## config.mk

```make
export PLATFORM = sky130hd
export DESIGN_NAME = dcs_sequencer
export DESIGN_NICKNAME = d
export VERILOG_FILES = /design/src/dcs_sequencer.v
export VERILOG_INCLUDE_DIRS = /design/src /design/src/src
export SDC_FILE = /design/constraint.sdc
export NUM_CORES = 1
export LEC_CHECK = 0
export BUFFER_PORTS_ARGS = -buffer_cell sky130_fd_sc_hd__buf_2
export CORE_MARGIN = 1.5
export CORE_UTILIZATION = 35
export CTS_CLUSTER_DIAMETER = 150
export DETAILED_ROUTE_END_ITERATION = 16
export PLACE_DENSITY = 0.52
export SETUP_SLACK_MARGIN = 0.2
export SLEW_MARGIN = 10
export SYNTH_ARGS = -nofsm -noshare
export SYNTH_HDL_FRONTEND = slang
export SYNTH_SLANG_ARGS = --single-unit
export TNS_END_PERCENT = 1
```

## constraint.sdc

```tcl
create_clock -name clk -period 39.5 [get_ports clk]
set_clock_uncertainty 0.1 [all_clocks]
set_input_delay 5.925 -clock clk [delete_from_list [all_inputs] [get_ports clk]]
set_output_delay 5.925 -clock clk [all_outputs]
set_load 0.01 [all_outputs]
```

## src/dcs_regs.vh

```
// Register offsets, fields, reset values and timing counts of the capture sequencer
`ifndef DCS_REGS_VH
`define DCS_REGS_VH
`define DCS_ADDR_W 4
`define DCS_REG_CTRL 4'h0
`define DCS_REG_CMD 4'h1
`define DCS_REG_RECLEN 4'h2
`define DCS_REG_PRETRIG 4'h3
`define DCS_REG_RECCNT 4'h4
`define DCS_REG_STATUS 4'h5
`define DCS_REG_DONE 4'h6
`define DCS_REG_ID 4'h7
`define DCS_CTRL_DUAL 0
`define DCS_CTRL_CLK_LO 1
`define DCS_CTRL_CLK_HI 2
`define DCS_CTRL_TSRC_LO 3
`define DCS_CTRL_TSRC_HI 4
`define DCS_CTRL_AUX_LO 5
`define DCS_CTRL_AUX_HI 7
`define DCS_CTRL_IDLED 8
`define DCS_CTRL_DIGOUT 9
`define DCS_CTRL_DECIM_LO 16
`define DCS_CTRL_DECIM_HI 23
`define DCS_CMD_ARM 0
`define DCS_CMD_ABORT 1
`define DCS_CMD_PFCLR 2
`define DCS_CLK_INT 2'h0
`define DCS_CLK_FAST 2'h1
`define DCS_CLK_REF 2'h2
`define DCS_TSRC_A 2'h0
`define DCS_TSRC_B 2'h1
`define DCS_TSRC_EXT 2'h2
`define DCS_AUX_TRIGOUT 3'h0
`define DCS_AUX_PACER 3'h1
`define DCS_AUX_DIGOUT 3'h2
`define DCS_AUX_TRIGEN 3'h3
`define DCS_AUX_DIGIN 3'h4
`define DCS_RECLEN_MIN 32'h00000100
`define DCS_ALIGN_MASK 32'h0000000f
`define DCS_PRE_MAX_SINGLE 32'h00000ff0
`define DCS_PRE_MAX_DUAL 32'h000007f8
`define DCS_RECLEN_RST 32'h00000100
`define DCS_RECCNT_RST 32'h00000001
`define DCS_CLK_HZ 10000000
`define DCS_BASE_HZ 50000000
`define DCS_REF_HZ 10000000
`define DCS_FAST_MIN_HZ 1000000
`define DCS_FAST_MAX_HZ 50000000
`define DCS_HB_MS 100
`define DCS_HB_CYC ((`DCS_CLK_HZ / 1000) * `DCS_HB_MS)
`endif

```

## src/dcs_sequencer.v

```verilog
// Capture sequencer: checks configuration, arms, gates trigger, drives status indicators
// What this block does
// - Record length must be at least 256 and a multiple of 16.
// - Trigger detection waits until pretrigger samples are stored after arming.
// - Pretrigger depth latched at arm, used for all records of the session.
// - Single channel: pretrigger 0 to 4080 in steps of 16.
// - Dual channel: pretrigger 0 to 2032 in steps of 16.
// - Record count at least 1; counter never wraps into a stop.
// - Trigger indicator on during post-trigger capture, once per record.
// - Armed indicator on while armed, off for one cycle at each re-arm.
// - Internal clock indicator on only with internal clock selected.
// - Reference mode locks to 10 MHz, gives 50 MHz, decimates lower rates.
// - Heartbeat toggles while base clock runs at 50 MHz.
// - Clock-loss indicator on while the base oscillator is not running.
// - Power-fault indicator latches; only host clear or reset ends it.
// - Both channels feed data and trigger; external trigger only triggers.
// - Aux connector: trigger out, pacer out, digital out, trigger enable, digital in.
// - Link indicator on once the host link is negotiated.
// - Identification indicator follows a host-writable bit.
// - Fast external clock for 1 to 50 MHz clocks the converter directly.
//
// The register addresses and the Avalon-MM slave port were left to the implementer.
`include "dcs_regs.vh"
module dcs_sequencer #(
   parameter HB_CYC = `DCS_HB_CYC,
   parameter [31:0] ID_CODE = 32'h00c0ffee
) (
   input wire clk,
   input wire reset,
   input wire [3:0] avs_address,
   input wire avs_read,
   input wire avs_write,
   input wire [31:0] avs_writedata,
   input wire [3:0] avs_byteenable,
   output reg [31:0] avs_readdata,
   output reg avs_waitrequest,
   input wire sample_valid,
   input wire first_analog_channel_trig,
   input wire second_analog_channel_trig,
   input wire external_trigger_input,
   input wire aux_in,
   input wire base_clock_ok,
   input wire pll_locked,
   input wire link_up,
   input wire power_fault,
   output reg capture_write,
   output reg record_done,
   output reg [1:0] clock_select,
   output reg [7:0] decimation,
   output reg aux_out,
   output reg aux_oe,
   output reg trigger_indicator,
   output reg armed_indicator,
   output reg internal_clock_indicator,
   output reg heartbeat_indicator,
   output reg clock_loss_indicator,
   output reg power_fault_indicator,
   output reg link_indicator,
   output reg id_indicator
);
   localparam ST_IDLE = 2'h0;
   localparam ST_PRE = 2'h1;
   localparam ST_WAIT = 2'h2;
   localparam ST_POST = 2'h3;
   reg [31:0] ctrl;
   reg [31:0] reclen;
   reg [31:0] pretrig;
   reg [31:0] reccnt;
   reg [31:0] done_cnt;
   reg [31:0] pre_lat;
   reg [31:0] len_lat;
   reg [31:0] cnt_lat;
   reg [31:0] smp;
   reg [1:0] state;
   reg cfg_err;
   reg ack;
   reg [2:0] s_ta, s_tb, s_te, s_aux, s_bok, s_pll, s_lnk, s_pf;
   reg ta, tb, te, auxv, bok, pll, lnk, pf;
   reg [31:0] hb_cnt;
   reg [15:0] pace_cnt;
   wire acc = (avs_read | avs_write) & ~ack;
   // Write lands at the edge where the master sees waitrequest low
   wire wr = avs_write & ack;
   wire wr_cmd = wr & (avs_address == `DCS_REG_CMD) & avs_byteenable[0];
   wire cmd_arm = wr_cmd & avs_writedata[`DCS_CMD_ARM];
   wire cmd_abort = wr_cmd & avs_writedata[`DCS_CMD_ABORT];
   wire cmd_pfclr = wr_cmd & avs_writedata[`DCS_CMD_PFCLR];
   wire dual = ctrl[`DCS_CTRL_DUAL];
   wire [1:0] tsrc = ctrl[`DCS_CTRL_TSRC_HI:`DCS_CTRL_TSRC_LO];
   wire [2:0] aux_mode = ctrl[`DCS_CTRL_AUX_HI:`DCS_CTRL_AUX_LO];
   wire len_ok = (reclen >= `DCS_RECLEN_MIN) && ((reclen & `DCS_ALIGN_MASK) == 32'h0);
   wire pre_ok = ((pretrig & `DCS_ALIGN_MASK) == 32'h0) &&
      (pretrig <= (dual ? `DCS_PRE_MAX_DUAL : `DCS_PRE_MAX_SINGLE));
   wire cnt_ok = (reccnt != 32'h0);
   wire cfg_ok = len_ok & pre_ok & cnt_ok & (pretrig < reclen);
   reg trig_sel;
   always @* begin
      case (tsrc)
         `DCS_TSRC_A: trig_sel = ta;
         `DCS_TSRC_B: trig_sel = tb;
         `DCS_TSRC_EXT: trig_sel = te;
         default: trig_sel = 1'b0;
      endcase
   end
   wire trig_en = (aux_mode == `DCS_AUX_TRIGEN) ? auxv : 1'b1;
   wire trig_hit = trig_sel & trig_en;
   reg [31:0] rb;
   always @* begin
      case (avs_address)
         `DCS_REG_CTRL: rb = ctrl;
         `DCS_REG_RECLEN: rb = reclen;
         `DCS_REG_PRETRIG: rb = pretrig;
         `DCS_REG_RECCNT: rb = reccnt;
         `DCS_REG_STATUS: rb = {21'h0, auxv, pll, lnk, power_fault_indicator,
            clock_loss_indicator, cfg_err, ~cfg_ok, state, trigger_indicator, armed_indicator};
         `DCS_REG_DONE: rb = done_cnt;
         `DCS_REG_ID: rb = ID_CODE; // Arbitrary identification value
         default: rb = 32'h0;
      endcase
   end
   function [31:0] merge;
      input [31:0] old;
      input [31:0] d;
      input [3:0] be;
      integer i;
      begin
         merge = old;
         for (i = 0; i < 4; i = i + 1) begin
            if (be[i]) begin
               merge[i*8 +: 8] = d[i*8 +: 8];
            end
         end
      end
   endfunction
   // Bus slave: one wait cycle, answer at the second edge
   always @(posedge clk or posedge reset) begin
      if (reset) begin
         ack <= 1'b0;
         avs_waitrequest <= 1'b1;
         avs_readdata <= 32'h0;
         ctrl <= 32'h0;
         reclen <= `DCS_RECLEN_RST;
         pretrig <= 32'h0;
         reccnt <= `DCS_RECCNT_RST;
      end else begin
         ack <= acc;
         avs_waitrequest <= ~acc;
         if (acc & avs_read) begin
            avs_readdata <= rb;
         end
         if (wr) begin
            case (avs_address)
               `DCS_REG_CTRL: ctrl <= merge(ctrl, avs_writedata, avs_byteenable);
               `DCS_REG_RECLEN: reclen <= merge(reclen, avs_writedata, avs_byteenable);
               `DCS_REG_PRETRIG: pretrig <= merge(pretrig, avs_writedata, avs_byteenable);
               `DCS_REG_RECCNT: reccnt <= merge(reccnt, avs_writedata, avs_byteenable);
               default: ;
            endcase
         end
      end
   end
   // Three-stage input synchronisers
   always @(posedge clk or posedge reset) begin
      if (reset) begin
         s_ta <= 3'h0; s_tb <= 3'h0; s_te <= 3'h0; s_aux <= 3'h0;
         s_bok <= 3'h0; s_pll <= 3'h0; s_lnk <= 3'h0; s_pf <= 3'h0;
         ta <= 1'b0; tb <= 1'b0; te <= 1'b0; auxv <= 1'b0;
         bok <= 1'b0; pll <= 1'b0; lnk <= 1'b0; pf <= 1'b0;
      end else begin
         s_ta <= {s_ta[1:0], first_analog_channel_trig};
         s_tb <= {s_tb[1:0], second_analog_channel_trig};
         s_te <= {s_te[1:0], external_trigger_input};
         s_aux <= {s_aux[1:0], aux_in};
         s_bok <= {s_bok[1:0], base_clock_ok};
         s_pll <= {s_pll[1:0], pll_locked};
         s_lnk <= {s_lnk[1:0], link_up};
         s_pf <= {s_pf[1:0], power_fault};
         if (s_ta[1] == s_ta[2]) ta <= s_ta[2];
         if (s_tb[1] == s_tb[2]) tb <= s_tb[2];
         if (s_te[1] == s_te[2]) te <= s_te[2];
         if (s_aux[1] == s_aux[2]) auxv <= s_aux[2];
         if (s_bok[1] == s_bok[2]) bok <= s_bok[2];
         if (s_pll[1] == s_pll[2]) pll <= s_pll[2];
         if (s_lnk[1] == s_lnk[2]) lnk <= s_lnk[2];
         if (s_pf[1] == s_pf[2]) pf <= s_pf[2];
      end
   end
   // Acquisition state machine
   always @(posedge clk or posedge reset) begin
      if (reset) begin
         state <= ST_IDLE;
         cfg_err <= 1'b0;
         pre_lat <= 32'h0;
         len_lat <= 32'h0;
         cnt_lat <= 32'h0;
         smp <= 32'h0;
         done_cnt <= 32'h0;
         capture_write <= 1'b0;
         record_done <= 1'b0;
         trigger_indicator <= 1'b0;
         armed_indicator <= 1'b0;
      end else begin
         record_done <= 1'b0;
         capture_write <= (state != ST_IDLE) & sample_valid & ~cmd_abort;
         if (cmd_abort) begin
            state <= ST_IDLE;
            armed_indicator <= 1'b0;
            trigger_indicator <= 1'b0;
         end else begin
            case (state)
               ST_IDLE: begin
                  if (cmd_arm) begin
                     if (cfg_ok) begin
                        cfg_err <= 1'b0;
                        pre_lat <= pretrig;
                        len_lat <= reclen;
                        cnt_lat <= reccnt;
                        done_cnt <= 32'h0;
                        smp <= 32'h0;
                        armed_indicator <= 1'b1;
                        state <= (pretrig == 32'h0) ? ST_WAIT : ST_PRE;
                     end else begin
                        cfg_err <= 1'b1;
                     end
                  end
               end
               ST_PRE: begin
                  if (sample_valid) begin
                     smp <= smp + 32'h1;
                     if (smp + 32'h1 >= pre_lat) begin
                        state <= ST_WAIT;
                     end
                  end
               end
               ST_WAIT: begin
                  if (trig_hit) begin
                     state <= ST_POST;
                     smp <= pre_lat;
                     trigger_indicator <= 1'b1;
                  end
               end
               ST_POST: begin
                  if (sample_valid) begin
                     smp <= smp + 32'h1;
                     if (smp + 32'h1 >= len_lat) begin
                        trigger_indicator <= 1'b0;
                        record_done <= 1'b1;
                        done_cnt <= done_cnt + 32'h1;
                        smp <= 32'h0;
                        if (done_cnt + 32'h1 == cnt_lat) begin
                           state <= ST_IDLE;
                           armed_indicator <= 1'b0;
                        end else begin
                           state <= (pre_lat == 32'h0) ? ST_WAIT : ST_PRE;
                           armed_indicator <= 1'b0;
                        end
                     end
                  end
               end
               default: state <= ST_IDLE;
            endcase
            if (state == ST_IDLE || state == ST_POST) begin
            end else begin
               armed_indicator <= 1'b1;
            end
         end
      end
   end
   // Clock selection, status indicators and aux connector
   always @(posedge clk or posedge reset) begin
      if (reset) begin
         clock_select <= `DCS_CLK_INT;
         decimation <= 8'h0;
         internal_clock_indicator <= 1'b1;
         heartbeat_indicator <= 1'b0;
         hb_cnt <= 32'h0;
         clock_loss_indicator <= 1'b0;
         power_fault_indicator <= 1'b0;
         link_indicator <= 1'b0;
         id_indicator <= 1'b0;
         aux_out <= 1'b0;
         aux_oe <= 1'b0;
         pace_cnt <= 16'h0;
      end else begin
         clock_select <= ctrl[`DCS_CTRL_CLK_HI:`DCS_CTRL_CLK_LO];
         decimation <= ctrl[`DCS_CTRL_DECIM_HI:`DCS_CTRL_DECIM_LO];
         internal_clock_indicator <= (ctrl[`DCS_CTRL_CLK_HI:`DCS_CTRL_CLK_LO] == `DCS_CLK_INT);
         clock_loss_indicator <= ~bok;
         if (bok) begin
            if (hb_cnt >= HB_CYC - 1) begin
               hb_cnt <= 32'h0;
               heartbeat_indicator <= ~heartbeat_indicator;
            end else begin
               hb_cnt <= hb_cnt + 32'h1;
            end
         end
         if (pf) begin
            power_fault_indicator <= 1'b1;
         end else if (cmd_pfclr) begin
            power_fault_indicator <= 1'b0;
         end
         link_indicator <= lnk;
         id_indicator <= ctrl[`DCS_CTRL_IDLED];
         pace_cnt <= pace_cnt + 16'h1;
         case (aux_mode)
            `DCS_AUX_TRIGOUT: begin
               aux_oe <= 1'b1;
               aux_out <= trigger_indicator;
            end
            `DCS_AUX_PACER: begin
               aux_oe <= 1'b1;
               aux_out <= pace_cnt[decimation[3:0]];
            end
            `DCS_AUX_DIGOUT: begin
               aux_oe <= 1'b1;
               aux_out <= ctrl[`DCS_CTRL_DIGOUT];
            end
            default: begin
               aux_oe <= 1'b0;
               aux_out <= 1'b0;
            end
         endcase
      end
   end
endmodule

```

Yosys cells after proc, flatten, opt, wreduce, memory -nomap -nowiden
Index checks and enable logic that the tools add are counted.

Output and inout bits: 55. Input bits: 53. Register bits: 427.

Eq/ne operators: 42. Bitwise logic cells: 21. Reductions and logical operators: 42. Muxes and demuxes: 48. Order comparisons: 7. Add/subtract/negate cells: 4.

Operators with widths (count): $mux W32 (9); $pmux W32 S7 (1); $logic_not A32 Y1 (4); $pmux W32 S4 (1); $add A32 B1 Y32 const B (3); $ge A32 B32 Y1 (2); $pmux W32 S2 (1); $reduce_and A3 Y1 (17); $eq A32 B32 Y1 (1); $ge A32 B20 Y1 const B (1); $ge A32 B9 Y1 const B (1); $le A32 B12 Y1 (1); $lt A32 B32 Y1 (1); $reduce_bool A32 Y1 (1); $mux W2 (11); $ne A3 B3 Y1 const B (7); $ne A4 B4 Y1 const B (5); $mux W1 (18); $add A16 B1 Y16 const B (1); $eq A4 B3 Y1 const B (4); $and A1 B1 Y1 (14); $mux W12 (1); $ne A2 B2 Y1 const B (6); $reduce_and A6 Y1 (2); 26 further kinds (51).

Logic depth before layout (Yosys ltp)
Gate-level depths: netlist of the first run.

Depth after elaboration: 11. Gate-level depth with buffers: 21. Depth with buffers taken out: 19.

Worst setup path before layout of the first run
No wires, ideal clock.

Kind: input to register. Start point: in avs_address[2]. End point: reg done_cnt[12]. Required time: 39.266 ns. Stages on the path: 9. Data arrival time: 7.906 ns. Slack: 31.360 ns. Path buffers: 2. Cell sequence: or2_0 -> nor3_1 -> and4b_1 -> or3b_1 -> clkbuf_1 -> and2_1 -> clkbuf_1 -> o21ai_0 -> o41ai_1.

Cells in the longest elaborated chain, start to end: 6. Elaborated cells between the ends (all ways): 8.

Ends and longest elaborated chain: from (decl) (line dcs_sequencer.v:30) `input wire [3:0] avs_address,`; $eq A4 B1 Y1 (no line) (*); $and A1 B1 Y1 (*) (2 in a row) (line dcs_sequencer.v:84) `` wire wr_cmd = wr & (avs_address == `DCS_REG_CMD) & avs_byteenable[0]; ``; $and A1 B1 Y1, on equally long branches (line dcs_sequencer.v:85, dcs_sequencer.v:86); $ne A2 B2 Y1 (no line) or $not A1 Y1 (tied branches); $reduce_and A6 Y1 (no line) (*); to (signal assigned) (line dcs_sequencer.v:248) `done_cnt <= done_cnt + 32'h1;`; to (decl) (line dcs_sequencer.v:69) `reg [31:0] done_cnt;`.

Mark *: on every way between the ends. The rest lies on a longest branch, timed or not. A chain may end at the register's enable or synchronous reset.

Worst setup path after layout of the first run
Start point: in avs_address[0]. End point: reg done_cnt[7].

The elaborated chain is that of the path after synthesis.

==> metrics.md, run 1 <==
| Metric | Value |
|---|---|
| Crit path max-delay cell type | `sky130_fd_sc_hd__and2_1` |
| Post-synth design cell area | `21700 um^2` |
| Hold Crit Endpoint | `s_lnk[1]` |
| Cell count of the worst hold path | `0` |
| Leak pwr | `11.4 nW` |
| Gp weighted congestion | `0.926` |
| Cell type contributing the most total cell area after synthesis | `sky130_fd_sc_hd__dfrtp_1` |
| Clock tree from TritonCTS | `done` |
| Crit path kind | `input pin to flip-flop` |
| Cell types with the largest area share after synthesis | `sky130_fd_sc_hd__dfrtp_1 (49%), sky130_fd_sc_hd__mux2_2 (7.0%), sky130_fd_sc_hd__ha_1 (5.8%)` |
| Resized cells post-CTS | `0` |
| Detail Route Antenna Nets | `0` |
| Worst-case register-to-register setup slack | `32.58 ns` |
| Number of clock buffers inserted by TritonCTS | `48` |
| Final standard cell utilization of the core | `0.399` |
| Global route overflow | `0` |
| Overall routing resource usage | `0.219` |
| Dominant delay contributor by cell family on the critical path | `simple AND/OR/NAND/NOR gates` |
| Launch instance of the worst min-delay path | `s_lnk[0]` |
| Type of the tightest min-delay check | `flip-flop to flip-flop` |
| Reg-to-reg critical path startpoint | `smp[0]` |
| Fmax | `112 MHz` |
| CTS root buf | `sky130_fd_sc_hd__clkbuf_16` |
| DRC violation count after routing | `0` |
| Area of the die | `63400 um^2` |
| Gate count of the mapped netlist | `2115` |
| Net switching power | `0.000367 W` |
| Count of boundary I/O pins | `108` |
| Worst path max stage delay | `0.94 ns` |
| Post-synthesis average cell area | `10.2 um^2` |
| Commonest cells in the netlist | `sky130_fd_sc_hd__dfrtp_1 (423), sky130_fd_sc_hd__o21ai_0 (192), sky130_fd_sc_hd__nand2_1 (187)` |
| Asr flop ratio synth | `1.00` |
| Critical Path Source Type | `input pin` |
| Critical register-to-register path endpoint | `done_cnt[7]` |
| Skew-Pair Late Insertion Delay | `0.60 ns` |
| Total number of vias | `16900` |
| Die outline height | `252 um` |
| Data required, critical path | `39.86 ns` |
| Slew of the pin with the lowest slew margin | `1.19 ns` |
| Combinational cell fraction of total power | `0.176` |
| Arrival time at the worst endpoint | `9.29 ns` |
| Switching share of total power | `0.314` |
| Buffers inserted by post-CTS timing repair | `0` |
| Wire length of the first global-routing pass | `106000 um` |
| Total number of H-tree levels | `2` |
| Fraction of power consumed by the clock network | `0.380` |
| Slew HR | `0.204` |
| Iter 0 DRT Violations | `1348` |
| Number of iterations in the first detailed-routing pass | `6` |
| Pin count of the biggest net entering global routing | `173` |
| Synth Net Count | `2269` |
| Clock transition at path regs | `0.06 ns` |
| Setup_tns | `0 ns` |
| Yosys synthesis warning count | `0` |
| Combined buffer and inverter count along the critical path | `2` |
| Final Hold Viols | `0` |
| Period minus WS final | `8.93 ns` |
| Seq/Total Area, Yosys | `0.494` |
| Number of max-slew violations in the final report | `0` |
| Most frequent cell after synthesis | `sky130_fd_sc_hd__dfrtp_1` |
| Final worst path period share | `0.226` |
| Max capacitance violation total | `0` |
| Number of buffers on the longest clock path | `3` |
| Total Nets Final | `2350` |
| Area share of the largest cell type after synthesis | `0.489` |
| Worst R2R Path Depth | `15` |
| Flip-flop and latch count after synthesis | `427` |
| Vias in the first global route | `16700` |
| CTS Hold Bufs | `0` |
| Area of the core | `61500 um^2` |
| Design internal power | `0.000802 W` |
| Largest fanout on the critical path | `41` |
| Layout cell share with drive strength beyond 1 | `0.159` |
| Initial core utilization | `0.352` |
| Power density relative to cell area | `47.7 nW/um^2` |
| Area grow syn2layout | `13.2%` |
| Maximum VDD drop | `0.0000392 V` |
| Part of the total power dissipated in sequential elements | `0.444` |
| Number of sinks handled by clock tree synthesis | `427` |
| Row count | `91` |
| Routed len/inst | `22.8 um` |
| Dominant register cell in the synthesized netlist | `sky130_fd_sc_hd__dfrtp_1` |
| Kind of end point of the critical path | `flip-flop` |
| Number of flops mapped to enable cells by yosys | `0` |
| Width of the die | `252 um` |
| Antenna violations before repair | `6` |
| Ant diodes | `0` |
| Critical-path cell list | `buf_2, nand2b_1, nor3_1, nand2_1, nand3_1, a21o_1, buf_4, and2_1, o21ai_0, o41ai_1` |
| Final-report setup violation count | `0` |
| RSZ-0062 raised after global routing | `false` |
| Post-detailed-route via-to-cell ratio | `5.59` |
| Yosys cell types | `79` |
| Total wirelength of the detailed-routed design | `68800 um` |
| HPWL after detailed placement | `51100 um` |
| Number of buffers added on ports | `107` |
| Result of the run | `completed` |
==> power groups by stage <==
stage	clock (W)	sequential, W	combinational, W
2_1_floorplan	0	0.000506	0.000129
5_1_grt	0.000472	0.000524	0.000225
3_3_place_gp	0	0.000526	0.000200
3_5_place_dp	0	0.000526	0.000203
4_1_cts	0.000455	0.000518	0.000204
6_report	0.000445	0.000519	0.000206
==> final cells by class <==
| cell class | instances | area [um^2] |
|---|---|---|
| clock inverters | 10 | 165 |
| clock buffers | 73 | 1370 |
| fillers | 6060 | 37000 |
| repair buffers | 125 | 683 |
| inverters | 145 | 552 |
| multi-input cells | 1449 | 10100 |
| flip-flops and latches | 427 | 10700 |
| well taps | 790 | 988 |
==> registers in the layout (all words and copies together) (netlist names), 8 cells and up <==
register      count
reccnt           32
reclen           32
ctrl             32
done_cnt         32
avs_readdata     32
pretrig          32
hb_cnt           32
pre_lat          32
len_lat          32
cnt_lat          32
pace_cnt         16
smp              32
decimation        8
==> how the worst max path moves through the flow <==
| stage | start | endpoint | slack, ns | cells past startpoint |
|---|---|---|---|---|
| after floorplan | reset | ack | 21.59 | 1 |
| after global routing | avs_address[0] | done_cnt[10] | 30.19 | 10 |
| after CTS | avs_address[0] | done_cnt[7] | 30.60 | 10 |
| after detailed placement | avs_address[0] | done_cnt[7] | 29.99 | 10 |
| after global placement | avs_address[0] | done_cnt[15] | 30.17 | 10 |
| final | avs_address[0] | done_cnt[7] | 30.57 | 10 |
==> layout by cell type, fill, tap and decap left out, drive strengths merged, types with 61 or more instances in the layout <==
master    n
nor2    128
dfrtp   423
ha      101
xnor2    61
o21ai   193
inv     145
mux2    135
buf     125
clkbuf   73
nand2   187
a21oi    68
==> worst reg2reg max path, stage by stage (launching register included) <==
cell and delay [ns]:
sky130_fd_sc_hd__dfrtp_1 0.48, sky130_fd_sc_hd__nand2_1 0.08, sky130_fd_sc_hd__or3_1 0.53, sky130_fd_sc_hd__nor4_1 0.94
sky130_fd_sc_hd__nand3_1 0.47, sky130_fd_sc_hd__or3_1 0.54, sky130_fd_sc_hd__nor2_1 0.18, sky130_fd_sc_hd__xor2_1 0.27
sky130_fd_sc_hd__ha_1 0.32, sky130_fd_sc_hd__o211a_1 0.14, sky130_fd_sc_hd__a221oi_1 0.87, sky130_fd_sc_hd__a21o_1 0.25
sky130_fd_sc_hd__buf_4 0.32, sky130_fd_sc_hd__and2_1 0.94, sky130_fd_sc_hd__o21ai_0 0.25, sky130_fd_sc_hd__o41ai_1 0.12
==> kinds of logic after synthesis <==
kind of cell,after synthesis,share of synthesized area
muxes,145,0.0777
buffers and inverters,239,0.0421
xor gates and xnor gates,106,0.0429
and+or+nand+nor,609,0.140
DFF,427,0.494
adders and majority gates,109,0.0620
AOI/OAI and AO/OA,480,0.142
==> routing by layer <==
layer	GRT usage	routed length (um)
met5	0	42
met2	0.336	30400
met1	0.313	31900
met4	0.0670	2130
met3	0.0403	4360
==> through the flow <==
step	power (W)	cell area (um^2)	cells	hold WS, ns	setup slack, ns
4_1_cts	0.00118	24500	3019	0.249	30.60
6_report	0.00117	24500	3019	0.247	30.57
5_1_grt	0.00122	24500	3019	0.251	30.19
3_3_place_gp	0.000726	23000	2936	0.233	30.17
2_1_floorplan	0.000635	21700	2115	0.231	21.59
3_5_place_dp	0.000729	23000	2936	0.236	29.99
Power figures use the tool's default switching activity.
==> inputs of run 2 (changes only) <==
clock period = 8.94 ns   (was 39.5 ns; I/O delays follow)
==> run 2 against run 1 <==
Sequential power grew to 4.4 times the previous value; routed wire length shrank 2.3%; via count grew 0.32%; critical path depth grew 6; combinational power grew to 4.3 times the previous value; global-route usage shrank 0.52 points; largest cell class unchanged; hold slack is essentially flat; sequential share of layout area shrank 0.61 points; highest routed layer unchanged; largest power group unchanged.
==> metrics.md, run 2 (synthesis gave the netlist of run 1 again) <==
| Metric | Value |
|---|---|
| Result of the run | `completed` |
| Critical Path Source Type | `flip-flop` |
| Largest fanout on the critical path | `26` |
| Cell Area, Placed | `23000 um^2` |
| Vias in the first global route | `16800` |
| Width of the die | `252 um` |
| Fin worst setup slack | `2.33 ns` |
| Count of boundary I/O pins | `108` |
| CTS Hold Bufs | `0` |
| Slew of the pin with the lowest slew margin | `1.21 ns` |
| Post-detailed-route via-to-cell ratio | `5.58` |
| Clock transition at path regs | `0.06 ns` |
| DRC violation count after routing | `0` |
| Final worst path period share | `0.739` |
| Buffers inserted by post-CTS timing repair | `0` |
| Final-report setup violation count | `0` |
| Total wirelength of the detailed-routed design | `67200 um` |
| Global route overflow | `0` |
| Pin count of the biggest net entering global routing | `165` |
| Die outline height | `252 um` |
| Wire length of the first global-routing pass | `104000 um` |
| Antenna violations before repair | `5` |
| HPWL after detailed placement | `49400 um` |
| CTS root buf | `sky130_fd_sc_hd__clkbuf_16` |
| Top library cells by usage in the layout, fill and taps aside | `sky130_fd_sc_hd__dfrtp_1 (423), sky130_fd_sc_hd__o21ai_0 (191), sky130_fd_sc_hd__nand2_1 (187)` |
| Final Hold Viols | `0` |
| Area grow syn2layout | `14.8%` |
| Power density relative to cell area | `219 nW/um^2` |
| Gp weighted congestion | `0.912` |
| Number of iterations in the first detailed-routing pass | `7` |
| Number of sinks handled by clock tree synthesis | `427` |
| Setup_tns | `0 ns` |
| Resized cells post-CTS | `0` |
| Number of max-slew violations in the final report | `0` |
| Detail Route Antenna Nets | `0` |
| Initial core utilization | `0.352` |
| Number of buffers added on ports | `107` |
| Final standard cell utilization of the core | `0.404` |
| Period minus WS final | `6.61 ns` |
| Leak pwr | `11.5 nW` |
| Crit path kind | `flip-flop to flip-flop` |
| Overall routing resource usage | `0.214` |
| Total number of vias | `16900` |
| Area of the core | `61500 um^2` |
| Worst slack, placed | `2.43 ns` |
| Fill cells | `5988` |
| Total number of H-tree levels | `2` |
| Post-route cell area | `24900 um^2` |
| Number of buffers on the longest clock path | `3` |
| Iter 0 DRT Violations | `1398` |
| Slew HR | `0.193` |
| RSZ-0062 raised after global routing | `false` |
| Area of the die | `63400 um^2` |
| Maximum VDD drop | `0.000180 V` |
| Row count | `91` |
| Arrival time at the worst endpoint | `7.01 ns` |
| Skew-Pair Late Insertion Delay | `0.63 ns` |
| Total Nets Final | `2351` |
| Number of clock buffers inserted by TritonCTS | `50` |
| Clock tree from TritonCTS | `done` |
| Data required, critical path | `9.34 ns` |
| Max capacitance violation total | `0` |
| Most common library cell in the layout ignoring fill and taps | `sky130_fd_sc_hd__dfrtp_1` |
| Layout cell share with drive strength beyond 1 | `0.169` |
| Type of the tightest min-delay check | `flip-flop to flip-flop` |
| Fmax | `151 MHz` |
| Kind of end point of the critical path | `flip-flop` |
| Routed len/inst | `22.2 um` |
run 2: metal layers:
metal / vias up / part of all wire / GRT usage
met3: 120 / 0.064 / 0.0374
met1: 8489 / 0.45 / 0.304
met2: 531 / 0.45 / 0.328
met5: - / 0.00036 / 0
met4: 4 / 0.034 / 0.0754
li1: 7772 / - / -
run 2: layout make-up:
class	instances	area, um^2	share of cell area
Antenna cell	2	5.00	0.000201
Clock buffer	63	1410	0.0568
Clock inverter	29	458	0.0184
Inverter	145	548	0.0220
Multi-Input combinational cell	1449	10100	0.405
Sequential cell	427	10700	0.430
Tap cell	790	988	0.0398
Timing Repair Buffer	124	688	0.0277
run 2: worst max-delay path: stages (launching register included):
cell,delay [ns]
sky130_fd_sc_hd__dfrtp_1,0.43
sky130_fd_sc_hd__nand4_1,0.15
sky130_fd_sc_hd__or3_1,0.44
sky130_fd_sc_hd__nor4_1,0.71
sky130_fd_sc_hd__nand3_1,0.38
sky130_fd_sc_hd__or3_1,0.53
sky130_fd_sc_hd__nor2_1,0.15
sky130_fd_sc_hd__xor2_1,0.26
sky130_fd_sc_hd__ha_1,0.31
sky130_fd_sc_hd__nand4_1,0.10
sky130_fd_sc_hd__nor2_1,0.07
sky130_fd_sc_hd__nor4b_1,0.14
sky130_fd_sc_hd__a221oi_1,0.38
sky130_fd_sc_hd__nand2_1,0.09
sky130_fd_sc_hd__a21boi_1,0.79
sky130_fd_sc_hd__nand3_1,0.93
sky130_fd_sc_hd__o21ai_0,0.49
run 2: through the flow:
step | power (W) | instances | hold slack (ns)
after global placement | 0.00317 | 2935 | 0.232
after CTS | 0.00550 | 3027 | 0.249
after detailed placement | 0.00319 | 2935 | 0.236
after floorplan | 0.00281 | 2115 | 0.231
final | 0.00546 | 3029 | 0.247
after global routing | 0.00570 | 3029 | 0.261
run 2: where the power goes:
| group | internal [W] | switching [W] |
|---|---|---|
| combinational | 0.000309 | 0.000568 |
| clock | 0.00141 | 0.000877 |
| sequential | 0.00209 | 0.000199 |
run 2: final timing paths:
check                              start  cells after the start    endpoint  slack [ns]
min in group asynchronous          reset                      3     s_pf[0]        0.78
worst min register to register  s_bok[0]                      0    s_bok[1]        0.25
worst max register to register    smp[5]                     16      smp[4]        2.33
max in group asynchronous          reset                      4  reccnt[22]        6.34
worst min-delay path            s_bok[0]                      0    s_bok[1]        0.25
worst max-delay path              smp[5]                     16      smp[4]        2.33
==> inputs of run 3 (changes only) <==
clock period = 6.93 ns   (was 8.94 ns; I/O delays follow)
==> run 3 against run 2 <==
Via count shrank 0.83%; non-clock buffer count increased by 5; worst setup slack got worse by 1.1 ns; sequential share of layout area up 0.27 points; clock-buffer cell count grew 8; register-to-register slack worse by 1.1 ns; flip-flop and latch count unchanged; clock power up 17%; sequential power up 29%; combinational power increased by 31%; total power rose by 25%; core utilization shrank 0.25 points; largest power group unchanged; highest routed layer unchanged.
==> metrics.md, run 3 (synthesis gave the netlist of run 1 again) <==
| Metric | Value |
|---|---|
| Final-report setup violation count | `0` |
| Total placed cells including tap cells | `2940` |
| Reg-to-reg critical path startpoint | `smp[5]` |
| Number of buffers on the longest clock path | `3` |
| Kind of end point of the critical path | `flip-flop` |
| Total number of H-tree levels | `2` |
| DRC violation count after routing | `0` |
| Die outline height | `252 um` |
| RSZ-0062 raised after global routing | `false` |
| Max capacitance violation total | `0` |
| Fill cells | `6050` |
| Critical register-to-register path endpoint | `done_cnt[21]` |
| Wire length of the first global-routing pass | `104000 um` |
| Buffers inserted by post-CTS timing repair | `0` |
| Skew-Pair Late Insertion Delay | `0.60 ns` |
| Fin worst setup slack | `1.28 ns` |
| Setup_tns | `0 ns` |
| Final Hold Viols | `0` |
| Routing layer with the top usage in global route | `met2` |
| Total wirelength of the detailed-routed design | `67100 um` |
| Area of the core | `61500 um^2` |
| Number of buffers added on ports | `107` |
| Worst-case register-to-register setup slack | `1.28 ns` |
| Power density relative to cell area | `275 nW/um^2` |
| Detail Route Antenna Nets | `0` |
| Overall routing resource usage | `0.214` |
| Met1 Track Usage GR | `0.299` |
| Area grow syn2layout | `14.1%` |
| Count of boundary I/O pins | `108` |
| Clock tree from TritonCTS | `done` |
| Arrival time at the worst endpoint | `6.05 ns` |
| Global route overflow | `0` |
| Part of the total power dissipated in sequential elements | `0.434` |
| Destination of the critical timing path | `done_cnt[21]` |
| Total number of vias | `16800` |
| Gp weighted congestion | `0.880` |
| Period minus WS final | `5.65 ns` |
| Maximum VDD drop | `0.000182 V` |
| Row count | `91` |
| Number of max-slew violations in the final report | `0` |
| Top library cells by usage in the layout, fill and taps aside | `sky130_fd_sc_hd__dfrtp_1 (423), sky130_fd_sc_hd__o21ai_0 (191), sky130_fd_sc_hd__nand2_1 (187)` |
| Clock transition at path regs | `0.06 ns` |
| Antenna violations before repair | `9` |
| Final standard cell utilization of the core | `0.402` |
| Largest fanout on the critical path | `20` |
| HPWL after detailed placement | `49600 um` |
| Vias in the first global route | `16800` |
| Number of sinks handled by clock tree synthesis | `427` |
| Iter 0 DRT Violations | `1513` |
| Number of iterations in the first detailed-routing pass | `8` |
| Initial core utilization | `0.352` |
| Leak pwr | `11.5 nW` |
| Result of the run | `completed` |
| Most common library cell in the layout ignoring fill and taps | `sky130_fd_sc_hd__dfrtp_1` |
| Layout cell share with drive strength beyond 1 | `0.167` |
| Routed len/inst | `22.1 um` |
| Design internal power | `0.00474 W` |
| Met2 routing resource usage after global routing | `0.333` |
| Post-detailed-route via-to-cell ratio | `5.53` |
| Met3 Use GR | `0.0384` |
| Crit path kind | `flip-flop to flip-flop` |
| Number of clock buffers inserted by TritonCTS | `49` |
| Pin count of the biggest net entering global routing | `138` |
| CTS Hold Bufs | `0` |
| Width of the die | `252 um` |
| Total Nets Final | `2355` |
| Combinational cell fraction of total power | `0.170` |
| Fraction of power consumed by the clock network | `0.397` |
| Final worst path period share | `0.816` |
| Final cell count without fillers | `3033` |
| CTS root buf | `sky130_fd_sc_hd__clkbuf_16` |
| Resized cells post-CTS | `0` |
| Type of the tightest min-delay check | `flip-flop to flip-flop` |
| Critical Path Source Type | `flip-flop` |
| Fmax | `177 MHz` |
| Slew of the pin with the lowest slew margin | `1.16 ns` |
| Worst R2R Path Depth | `17` |
| Area of the die | `63400 um^2` |
| Switching share of total power | `0.303` |
| Smallest hold slack | `0.251 ns` |
| Net switching power | `0.00206 W` |
| Crit. Startpoint | `smp[5]` |
| Worst slack, placed | `1.32 ns` |
| Slew HR | `0.224` |
| Data required, critical path | `7.32 ns` |
-- run 3: cell types whose count changed in the layout (fill, tap and decap cells not counted), sizes merged --
| cell | previous run | this run |
|---|---|---|
| buf | 124 | 129 |
| bufinv | 10 | 5 |
| clkbuf | 63 | 71 |
| clkinv | 18 | 14 |
| clkinvlp | 3 | 2 |
| diode | 2 | 3 |
-- run 3: through the flow --
step / instance area [um^2] / power [W]
floorplan: 21700 / 0.00362
finish: 24700 / 0.00679
global route: 24700 / 0.00710
CTS: 24700 / 0.00685
detailed placement: 23000 / 0.00413
global placement: 23000 / 0.00410
-- run 3: how the worst min path moves through the flow --
stage	from	to	slack, ns	depth (start not counted)
global route	s_bok[0]	s_bok[1]	0.26	0
global placement	s_pf[0]	s_pf[1]	0.23	0
floorplan	s_aux[0]	s_aux[1]	0.23	0
CTS	s_bok[0]	s_bok[1]	0.25	0
detailed placement	s_bok[0]	s_bok[1]	0.24	0
finish	s_pf[0]	s_pf[1]	0.25	0
-- run 3: layout make-up --
type | count | area [um^2] | area share
tap | 790 | 988 | 0.0400
timing repair buffer | 129 | 726 | 0.0294
clock buffer | 71 | 1440 | 0.0583
sequential | 427 | 10700 | 0.433
inverter | 145 | 548 | 0.0222
antenna | 3 | 7.51 | 0.000304
clock inverter | 19 | 234 | 0.00947
multi-input combinational | 1449 | 10100 | 0.408
-- run 3: critical path, stage by stage, from the launching register on --
cell and delay (ns):
sky130_fd_sc_hd__dfrtp_1 0.43, sky130_fd_sc_hd__nand4_1 0.15, sky130_fd_sc_hd__or3_1 0.44, sky130_fd_sc_hd__nor4_1 0.71
sky130_fd_sc_hd__nand3_1 0.38, sky130_fd_sc_hd__or3_1 0.52, sky130_fd_sc_hd__nor2_1 0.16, sky130_fd_sc_hd__xor2_1 0.27
sky130_fd_sc_hd__ha_1 0.31, sky130_fd_sc_hd__nand4_1 0.10, sky130_fd_sc_hd__nor2_1 0.07, sky130_fd_sc_hd__nor4b_1 0.15
sky130_fd_sc_hd__a221oi_1 0.39, sky130_fd_sc_hd__a21o_1 0.25, sky130_fd_sc_hd__and2_1 0.58, sky130_fd_sc_hd__buf_4 0.32
sky130_fd_sc_hd__o21ai_0 0.12, sky130_fd_sc_hd__o31ai_1 0.08
-- run 3: power by group through the flow --
stage | Combinational (W) | Sequential [W] | Clock [W]
2_1_floorplan | 0.000737 | 0.00288 | 0
3_3_place_gp | 0.00112 | 0.00298 | 0
3_5_place_dp | 0.00115 | 0.00298 | 0
4_1_cts | 0.00115 | 0.00294 | 0.00276
5_1_grt | 0.00127 | 0.00297 | 0.00286
6_report | 0.00115 | 0.00295 | 0.00269
-- run 3: routing by layer --
layer,part of all wire,vias up
li1,-,7764
met5,0.00058,-
met4,0.033,8
met2,0.45,554
met1,0.45,8327
met3,0.065,123
